File: config.mk
export PLATFORM = sky130hd
export DESIGN_NAME = pws_sequencer
export DESIGN_NICKNAME = d
export VERILOG_FILES = /design/src/core/pws_pkg.sv /design/src/core/pws_retained_array.sv /design/src/core/pws_sequencer.sv
export SDC_FILE = /design/constraint.sdc
export NUM_CORES = 1
export LEC_CHECK = 0
export BUFFER_PORTS_ARGS = -buffer_cell sky130_fd_sc_hd__buf_2
export CELL_PAD_IN_SITES_DETAIL_PLACEMENT = 1
export CELL_PAD_IN_SITES_GLOBAL_PLACEMENT = 1
export CORE_MARGIN = 8
export CORE_UTILIZATION = 36
export DETAILED_ROUTE_END_ITERATION = 10
export HOLD_SLACK_MARGIN = 0.03
export PLACE_DENSITY = 0.66
export SLEW_MARGIN = 20
export SYNTH_ARGS = -nofsm -noshare
export SYNTH_HDL_FRONTEND = slang
export SYNTH_SLANG_ARGS = --single-unit
File: constraint.sdc
create_clock -name clk -period 7.45 [get_ports clk]
set_input_delay 0.745 -clock clk [delete_from_list [all_inputs] [get_ports clk]]
set_output_delay 0.745 -clock clk [all_outputs]
set_load 0.01 [all_outputs]
File: src/core/pws_pkg.sv
// Constants and types shared by the power-up and wake sequencer.
package pws_pkg;
  localparam int CLK_MHZ = 100;
  // Crystal start-up time in microseconds; not given, plain default.
  localparam int XTAL_START_US = 1;
  localparam int XTAL_START_CYC = XTAL_START_US * CLK_MHZ;
  // Supply ramp gap between regulated/digital supply and reset release.
  localparam int SUPPLY_GAP_NS = 100;
  localparam int SUPPLY_GAP_CYC = (SUPPLY_GAP_NS * CLK_MHZ + 999) / 1000;
  // PLL lock is nominally 5 us; this is a timeout guard only.
  localparam int PLL_LOCK_US = 5;
  localparam int PLL_LOCK_CYC = PLL_LOCK_US * CLK_MHZ;
  // Longest init-to-idle on wake, 40 us, rounded down.
  localparam int WAKE_INIT_MAX_US = 40;
  localparam int WAKE_INIT_MAX_CYC = WAKE_INIT_MAX_US * CLK_MHZ;
  localparam int CFG_WORDS = 16;
  localparam int CFG_ADDR_W = 4;
  localparam int CFG_DATA_W = 32;
  localparam int CNT_W = 13;
  localparam logic [1:0] SPI_MODE_RESET = 2'h0;
  typedef enum logic [2:0] {
    PWS_OFF = 3'b000,
    PWS_XTAL = 3'b001,
    PWS_SUPPLY = 3'b010,
    PWS_INIT = 3'b011,
    PWS_IDLE = 3'b100,
    PWS_SLEEP = 3'b101
  } pws_state_type;
endpackage

File: src/core/pws_retained_array.sv
// Retained configuration array on the always-on supply.
`timescale 1ns/100ps
`default_nettype none
module pws_retained_array (
  input wire logic clk,
  input wire logic retention_supply,
  input wire logic wr_en,
  input wire logic [pws_pkg::CFG_ADDR_W-1:0] wr_addr,
  input wire logic [pws_pkg::CFG_DATA_W-1:0] wr_data,
  input wire logic [pws_pkg::CFG_ADDR_W-1:0] rd_addr,
  output logic [pws_pkg::CFG_DATA_W-1:0] rd_data
);
  import pws_pkg::*;
  logic [CFG_DATA_W-1:0] mem [CFG_WORDS];
  logic [CFG_DATA_W-1:0] next_rd_data;

  // Contents survive any reset; reads return zero while the retention supply is off.
  always_comb begin
    next_rd_data = retention_supply ? mem[rd_addr] : '0;
  end

  always_ff @(posedge clk) begin
    if (wr_en && retention_supply) begin
      mem[wr_addr] <= wr_data;
    end
    rd_data <= next_rd_data;
  end
endmodule // pws_retained_array
`default_nettype wire

File: src/core/pws_sequencer.sv
// Power-up and wake sequencer of the transceiver.
// Function
// Drive external-on high once supply valid
// Crystal start, usable after start-up time
// Raise supplies before releasing reset line
// Reset line rise marks init state
// Wake reloads retained config, within 40us
// Cold power-up idles on PLL lock
// Retained array keeps config while powered
// Host fast serial only in idle
// Host uses slow clock for designated accesses
// Latch serial mode pins at reset rise
// Host waits init-to-idle before access
`timescale 1ns/100ps
`default_nettype none
module pws_sequencer (
  input wire logic clk,
  input wire logic rst_b,
  input wire logic supply_ok,
  input wire logic retention_supply,
  input wire logic xtal_running,
  input wire logic pll_lock,
  input wire logic sleep_req,
  input wire logic wake_req,
  input wire logic [1:0] spi_mode_pins,
  input wire logic cfg_save_en,
  input wire logic [pws_pkg::CFG_ADDR_W-1:0] cfg_save_addr,
  input wire logic [pws_pkg::CFG_DATA_W-1:0] cfg_save_data,
  output logic external_on_output,
  output logic xtal_enable,
  output logic regulated_supply_output,
  output logic digital_core_supply,
  output logic reset_line,
  output logic device_idle,
  output logic deep_sleep_state,
  output logic init_timeout,
  output logic [1:0] spi_mode,
  output logic cfg_load_en,
  output logic [pws_pkg::CFG_ADDR_W-1:0] cfg_load_addr,
  output logic [pws_pkg::CFG_DATA_W-1:0] cfg_load_data
);
  import pws_pkg::*;

  pws_state_type state, next_state;
  logic [CNT_W-1:0] cnt, next_cnt;
  logic waking, next_waking;
  logic [CFG_ADDR_W-1:0] rd_ptr, next_rd_ptr;
  logic rd_valid, next_rd_valid;
  logic rd_last, next_rd_last;
  logic load_done, next_load_done;
  logic [CFG_ADDR_W-1:0] load_addr_q, next_load_addr_q;
  logic reset_line_q, next_reset_line_q;
  logic [1:0] spi_mode_q, next_spi_mode_q;
  logic timeout_q, next_timeout_q;
  logic [CFG_DATA_W-1:0] array_rd;

  pws_retained_array u_array (
    .clk(clk),
    .retention_supply(retention_supply),
    .wr_en(cfg_save_en && (state == PWS_IDLE)),
    .wr_addr(cfg_save_addr),
    .wr_data(cfg_save_data),
    .rd_addr(rd_ptr),
    .rd_data(array_rd)
  );

  always_comb begin
    next_state = state;
    next_cnt = cnt;
    next_waking = waking;
    next_rd_ptr = rd_ptr;
    next_rd_valid = 1'b0;
    next_rd_last = 1'b0;
    next_load_done = load_done;
    next_load_addr_q = load_addr_q;
    next_timeout_q = timeout_q;
    case (state)
      PWS_OFF: begin
        next_cnt = '0;
        next_waking = 1'b0;
        if (supply_ok) begin
          next_state = PWS_XTAL;
        end
      end
      PWS_XTAL: begin
        // Crystal counted as usable only after a full start-up interval.
        if (!xtal_running) begin
          next_cnt = '0;
        end else if (cnt >= CNT_W'(XTAL_START_CYC - 1)) begin
          next_cnt = '0;
          next_state = PWS_SUPPLY;
        end else begin
          next_cnt = cnt + 1'b1;
        end
      end
      PWS_SUPPLY: begin
        if (cnt >= CNT_W'(SUPPLY_GAP_CYC - 1)) begin
          next_cnt = '0;
          next_state = PWS_INIT;
          next_rd_ptr = '0;
          next_load_done = 1'b0;
          next_timeout_q = 1'b0;
        end else begin
          next_cnt = cnt + 1'b1;
        end
      end
      PWS_INIT: begin
        next_cnt = cnt + 1'b1;
        if (waking) begin
          // Stream the array out one word a cycle into the registers.
          if (!load_done && !rd_last) begin
            next_rd_valid = 1'b1;
            next_load_addr_q = rd_ptr;
            next_rd_last = (rd_ptr == CFG_ADDR_W'(CFG_WORDS - 1));
            next_rd_ptr = rd_ptr + 1'b1;
          end
          if (rd_last) begin
            next_load_done = 1'b1;
          end
          if (load_done) begin
            next_state = PWS_IDLE;
          end
          if (cnt >= CNT_W'(WAKE_INIT_MAX_CYC - 1)) begin
            next_timeout_q = 1'b1;
          end
        end else begin
          if (pll_lock) begin
            next_state = PWS_IDLE;
          end
          if (cnt >= CNT_W'(PLL_LOCK_CYC * 2 - 1)) begin
            next_timeout_q = 1'b1;
          end
        end
      end
      PWS_IDLE: begin
        next_cnt = '0;
        if (sleep_req) begin
          next_state = PWS_SLEEP;
        end
      end
      PWS_SLEEP: begin
        // Without the retention supply there is nothing to reload.
        if (!retention_supply) begin
          next_state = PWS_OFF;
        end else if (wake_req) begin
          next_waking = 1'b1;
          next_cnt = '0;
          next_state = PWS_XTAL;
        end
      end
      default: begin
        next_state = PWS_OFF;
      end
    endcase
    if (!supply_ok) begin
      next_state = PWS_OFF;
    end
    next_reset_line_q = (next_state == PWS_INIT) ||
                        (next_state == PWS_IDLE);
    next_spi_mode_q = spi_mode_q;
    if (next_reset_line_q && !reset_line_q) begin
      next_spi_mode_q = spi_mode_pins;
    end
  end

  always_ff @(posedge clk) begin
    if (!rst_b) begin
      state <= PWS_OFF;
      cnt <= '0;
      waking <= 1'b0;
      rd_ptr <= '0;
      rd_valid <= 1'b0;
      rd_last <= 1'b0;
      load_done <= 1'b0;
      load_addr_q <= '0;
      reset_line_q <= 1'b0;
      spi_mode_q <= SPI_MODE_RESET;
      timeout_q <= 1'b0;
    end else begin
      state <= next_state;
      cnt <= next_cnt;
      waking <= next_waking;
      rd_ptr <= next_rd_ptr;
      rd_valid <= next_rd_valid;
      rd_last <= next_rd_last;
      load_done <= next_load_done;
      load_addr_q <= next_load_addr_q;
      reset_line_q <= next_reset_line_q;
      spi_mode_q <= next_spi_mode_q;
      timeout_q <= next_timeout_q;
    end
  end

  always_comb begin
    external_on_output = (state != PWS_OFF) && (state != PWS_SLEEP);
    xtal_enable = external_on_output;
    regulated_supply_output = (state == PWS_SUPPLY) || reset_line_q;
    digital_core_supply = regulated_supply_output;
    reset_line = reset_line_q;
    device_idle = (state == PWS_IDLE);
    deep_sleep_state = (state == PWS_SLEEP);
    init_timeout = timeout_q;
    spi_mode = spi_mode_q;
    cfg_load_en = rd_valid;
    cfg_load_addr = load_addr_q;
    cfg_load_data = array_rd;
  end
endmodule // pws_sequencer
`default_nettype wire

# Word level (Yosys, flattened, before mapping)
# Memories as Yosys holds them, arrays and structs flattened. A register that Yosys moved wholly into a read port is not among the register bits.
# Index checks and enable logic that the tools add are counted.
[word_totals] output_inout_bits=47 word_cells=95 input_bits=47 mem_bits_rw=512 memories=1 regBits=32
[memory_table] memory="u_array.mem" words=16 word_bits=32 rd=1 rd_ports_with_merged_regs=1 write_ports=1 line_no="pws_retained_array.sv:14" rtl="logic [CFG_DATA_W-1:0] mem [CFG_WORDS];"
[op_classes] eq_ne=17 reduce_logical=25 muxes=35 n_addsub=2 magnitude_cmp=4
[op_table] cell="13-bit two-way mux" n=5
[op_table] cell="13-bit one-hot mux with 5 select lines" n=1
[op_table] cell="3-bit two-way mux" n=10
[op_table] cell="3-bit one-hot mux with 6 select lines" n=1
[op_table] cell="4-bit AND reduction" n=4
[op_table] cell="13-bit by 1-bit adder with 13-bit output (second input constant)" n=1
[op_table] cell="13-bit by 10-bit greater-or-equal comparator with 1-bit output (second input constant)" n=1
[op_table] cell="13-bit by 12-bit greater-or-equal comparator with 1-bit output (second input constant)" n=1
[op_table] cell="13-bit by 4-bit greater-or-equal comparator with 1-bit output (second input constant)" n=1
[op_table] cell="13-bit by 7-bit greater-or-equal comparator with 1-bit output (second input constant)" n=1
[op_table] cell="4-bit two-way mux" n=3
[op_table] cell="2-bit inequality test (second input constant)" n=6
[op_table] cell="3-bit AND reduction" n=4
[op_table] cell="1-bit two-way mux" n=11
[op_table] cell="3-bit by 2-bit equality test with 1-bit output (second input constant)" n=3
[op_table] cell="3-bit equality test (second input constant)" n=3
[op_table] cell="3-bit inequality test (second input constant)" n=3
[op_table] cell="4-bit one-hot mux with 2 select lines" n=1
[op_table] cell="1-bit one-hot mux with 2 select lines" n=3
[op_table] cell="1-bit logical AND" n=5
[op_table] cell="5-bit nonzero test" n=1
[op_table] cell="4-bit by 1-bit adder with 4-bit output (second input constant)" n=1
[op_table] cell="4-bit equality test (second input constant)" n=1
[op_table] cell="1-bit zero test" n=4
[op_table] cell="other kinds (6)" n=8

# Longest topological paths before layout
[depth] ltp_word=8 depth_mapped=9 ltp_nobuf=8

# By module
# A second synthesis with hierarchy kept.
[unflattened] hier_cells=1273 hier_area_um2=22322.7
[by_module_without_submodules] mod="pws_retained_array" cells_each=1044 seq_area_each_um2=16015.4 area_each_um2=20458.4 instances=1
[by_module_without_submodules] mod="pws_sequencer" cells_each=229 seq_area_each_um2=640.6 area_each_um2=1864.3 instances=1

# Worst setup path after synthesis
# No wires, ideal clock.
[synth_path] kind="input-to-reg" start="input port retention_supply" end="memory u_array.mem[0][0], enable pin" t_required_ps=6989 setup_time_ps=461 arrival_ps=3724 slack_ps=3264 cell_stages=4 n_path_buf=1 cell_sequence="clkbuf_1 nand3_1 or3_1 nor3_1"
[synth_between] elab_chain_cells=3
[synth_rtl] element="from (decl)" line_no="pws_sequencer.sv:20" rtl="input wire logic retention_supply,"
[synth_rtl] element="1-bit logical AND" line_no="pws_retained_array.sv:23" rtl="if (wr_en && retention_supply) begin"
[synth_rtl] element="1-bit two-way mux" line_no="pws_retained_array.sv:23"
[synth_rtl] element="1-bit two-way mux (not written as such)" line_no="pws_retained_array.sv:24" rtl="mem[wr_addr] <= wr_data;"
[synth_rtl] element="to (decl)" line_no="pws_retained_array.sv:14"
# No other way between the ends.

# Worst setup path in the final report
[layout_path] start="register state[2]" end="memory u_array.mem[8][28], enable pin"
[layout_between] elab_chain_cells=5
[layout_rtl] element="from (decl)" line_no="pws_sequencer.sv:44" rtl="pws_state_type state, next_state;"
[layout_rtl] element="from (signal assigned)" line_no="pws_sequencer.sv:180" rtl="state <= next_state;"
[layout_rtl] element="3-bit equality test" line_no="pws_sequencer.sv:60" rtl=".wr_en(cfg_save_en && (state == PWS_IDLE)),"
[layout_rtl] element="1-bit logical AND" line_no="pws_sequencer.sv:60"
[layout_rtl] element="1-bit logical AND" line_no="pws_retained_array.sv:23"
[layout_rtl] element="1-bit two-way mux" line_no="pws_retained_array.sv:23"
[layout_rtl] element="1-bit two-way mux (not written as such)" line_no="pws_retained_array.sv:24"
# No other way between the ends.

==> results.txt <==
* Required @ worst endpoint: 7.68 ns
- For this run, the total global-route usage over all layers was measured as 13.6%.
- Synth Instances: between 1000 and 1500
- Post-Synthesis Net Count: about 1100
- Hold repair after CTS inserted 0 buffers.
* Worst Setup Start Kind: register
- After synthesis the netlist holds a flip-flop and latch count of approximately 580.
- Initial core utilization: between 30% and 40%
- Via/cell ratio: between 5 and 6
* Run status: complete, no violations
- Register-to-register setup slack: approximately 4.1 ns
- Worst Slack Setup Final: between 4 and 5 ns
- H-tree levels: 2
- A synthesized cell averages 21.5 sq um.
- Entering global routing, the biggest net connects 87 pins.
* Number of pins exceeding their max-slew limit in the final report: 0
* Count of instances resized after the clock tree is built: 0
- Period minus WS final: about 3.3 ns
* Final clock skew: roughly 0.040 ns
- Summed over all nets, the half-perimeter wirelength after detailed placement is approximately 28000 um.
* Global-route wire length before repair: between 70000 and 80000 um
- After the first detailed-routing iteration, the DRC count stood at 919.
- For this run, the number of standard cells in the final layout without fillers is between 1500 and 2000.
* Unrepaired setup endpoints after global routing: false
- The die is between 200 and 300 um tall.
- The floorplan step defined a core boundary enclosing 60200 sq um.
- Number of primary I/O pins: 94
- Placement row count: 90
- The path class of the tightest hold or removal check is primary input to register.
- After routing, the total negative slack on setup checks comes to 0 ns.
- For this run, the share of the core covered by cells in the final layout is ~42%.
* Clock input transition at the sequential cells of the worst setup and hold paths: 0.06 ns
- Power per cell area: around 260 nW/um^2
* Number of buffers inserted by port buffering: 93
- Hold Path End: spi_mode[1]$_SDFFE_PN0P_
* Proportion of layout cells with a drive suffix above 1: between 30 and 40%
- The routed design has 47600 um of wire.
* Worst setup slack after placement: 3.58 ns
* Total die area: a little under 70000 sq um
- The area growth from synthesis to layout is 16.0%.
- The number of setup buffers added after CTS is 0.
- Max clock buf depth: 3
- In this run the critical register-to-register path is captured at u_array.mem[8][28]$_DFFE_PP_.
* Total gr overflow: 0
* Antenna-violating nets left: 0
* First-pass DRT Iterations: 5
* Reg2Reg Depth: 7
- For this run, the number of Yosys warnings is 0.
- Placed cell count: about 1900
- Area of all placed cells without fillers: between 20000 and 30000 sq um
- Category of the worst setup path capture point: register
- Max_slew headroom: between 30 and 40%
- Across the VDD grid, the largest voltage drop is between 0.00015 and 0.0002 V.
- Min Hold Slack: between 0.4 and 0.5 ns
- The number of antenna violations at the first check in global routing was 5.
* Worst R2R Start: state[2]$_SDFF_PN0_
- Hold wc startpoint: spi_mode_pins[1]
* Unique masters post-synth: 48
- The final-report hold violation count was 0.
- Achievable Freq: 302 MHz
- Count of cells along the worst hold path: 3
- Die Width: 262 um
- The tree is rooted in a clkbuf_16.
* DRC: 0
- Total Power Consumption: roughly 6.6 mW
- Worst Tran Pin Value: about 1 ns
- The final layout contains between 1000 and 1500 nets.
* Number of flops mapped to enable cells by yosys: just over 500
* Average wire length per cell after detail routing: between 20 and 25 um
* Clock tree from TritonCTS: built
* Maximum fanout along the worst path: 26
- The share of the Yosys chip area taken by registers is about three quarters.
- Dividing the final minimum period by the clock period gives between 40 and 50%.
* Number of maximum-capacitance violations: 0
- Vias in the first global route: about 11000
* Worst setup path category: register to register
- Via count: around 10000
- In the synthesized netlist the dominant register cell turns out to be edfxtp_1.
- The later pin in the worst-skew pair is clocked with a latency of around 0.63 ns.
- Final Wtd Congestion: 0.721
* Number of setup violations in the final report: 0
* Leakage power figure: 7.89 nW
- Arrival time worst endpoint: ~3.5 ns
- Summing all placed instances gives a cell area of 23400 sq um.
- Area of the mapped netlist: around 22000 sq um
* CTS Buf Count: 57
- Counting flops with an async set or reset pin after synthesis yields a share of 0%.
- For this design, the sink count on the clock tree is ~580.
## cell type report
type,count,area (sq um)
multi-input combinational,377,4990
tap,782,978
fill,5638,34900
antenna,1,2.50
inverter,12,45.0
timing repair buffer,115,703
clock inverter,28,370
sequential,576,16700
clock buffer,80,1590
## worst max-delay path by stage
stage	from	endpoint	slack (ns)	depth (start not counted)
floorplan	retention_supply	u_array.mem[0][0]$_DFFE_PP_	3.26	4
global placement	retention_supply	u_array.mem[8][2]$_DFFE_PP_	3.70	6
detailed placement	retention_supply	u_array.mem[8][6]$_DFFE_PP_	3.58	6
CTS	state[1]$_SDFF_PN0_	u_array.mem[8][28]$_DFFE_PP_	4.13	7
global route	state[2]$_SDFF_PN0_	u_array.mem[8][26]$_DFFE_PP_	3.90	7
finish	state[2]$_SDFF_PN0_	u_array.mem[8][28]$_DFFE_PP_	4.14	7
## cells in the final DEF, fill, tap and decap left out, types with 9 or more instances in the layout
cell type / Yosys / layout
clkbuf_16: 0 / 58
buf_2: 7 / 93
and2_1: 33 / 33
clkbuf_1: 27 / 16
nand3_1: 9 / 9
buf_4: 2 / 18
inv_1: 11 / 11
edfxtp_1: 512 / 512
clkinv_1: 1 / 9
dfxtp_1: 64 / 60
nand2_1: 21 / 21
mux4_2: 160 / 160
a21oi_1: 15 / 15
nor2_1: 53 / 41
nor2_4: 0 / 12
## routing by layer
layer,up-vias,routed length (um),track usage [%]
met2,230,22500,21.5
met1,5509,21800,19.1
li1,4431,-,-
met4,10,784,2.92
met3,69,2390,3.28
met5,-,65,0
## worst max-delay path: stages, from the launching register on
cell,delay [ns]
dfxtp_1,0.52
nand2b_1,0.15
nor2_1,0.32
nand3_1,0.24
nor2_1,0.21
nand2_1,0.24
nor3_2,0.65
buf_4,0.59
## synth_stat cells, types with 3 or more instances
master | count | area, sq um
buf_1 | 7 | 26.3
nor2_1 | 53 | 199
nand3_1 | 9 | 45.0
xor2_1 | 6 | 52.6
dfxtp_1 | 64 | 1280
mux4_2 | 160 | 3600
a21oi_1 | 15 | 75.1
nand4_1 | 4 | 25.0
edfxtp_1 | 512 | 15400
nand2b_1 | 7 | 43.8
nor2b_1 | 4 | 25.0
ha_1 | 3 | 37.5
nor3_1 | 11 | 55.1
buf_6 | 9 | 101
inv_1 | 11 | 41.3
xnor2_1 | 5 | 43.8
or3_1 | 3 | 18.8
nand2_1 | 21 | 78.8
clkbuf_1 | 27 | 101
mux2i_1 | 6 | 60.1
o21ai_0 | 6 | 30.0
buf_2 | 7 | 35.0
a211oi_1 | 3 | 22.5
and2_1 | 33 | 206
## state kept, by name (all words and copies together) (netlist names)
name	cells
cnt	13
rd_ptr	4
cfg_load_en	1
cfg_load_addr	4
load_done	1
spi_mode	2
u_array.mem	512
state	3
rd_last	1
waking	1
u_array.rd_data	32
init_timeout	1
reset_line	1
## cell families after synthesis
family	after synthesis	synth area share, %
compound gates	40	1.26
xor+xnor	11	0.441
fa+ha+maj	3	0.172
buf+inv	64	1.48
flops	576	76.2
mux	168	16.9
simple gates	155	3.57
## report_power, final
part           internal (mW)  total [mW]  leakage (nW)  switching, mW
clock                   1.74        2.96         0.955           1.21
sequential              3.51        3.52          5.13        0.00354
combinational         0.0178      0.0795          1.80         0.0617
total                   5.28        6.56          7.89           1.28
No activity file was read; power rests on OpenSTA's default activity.
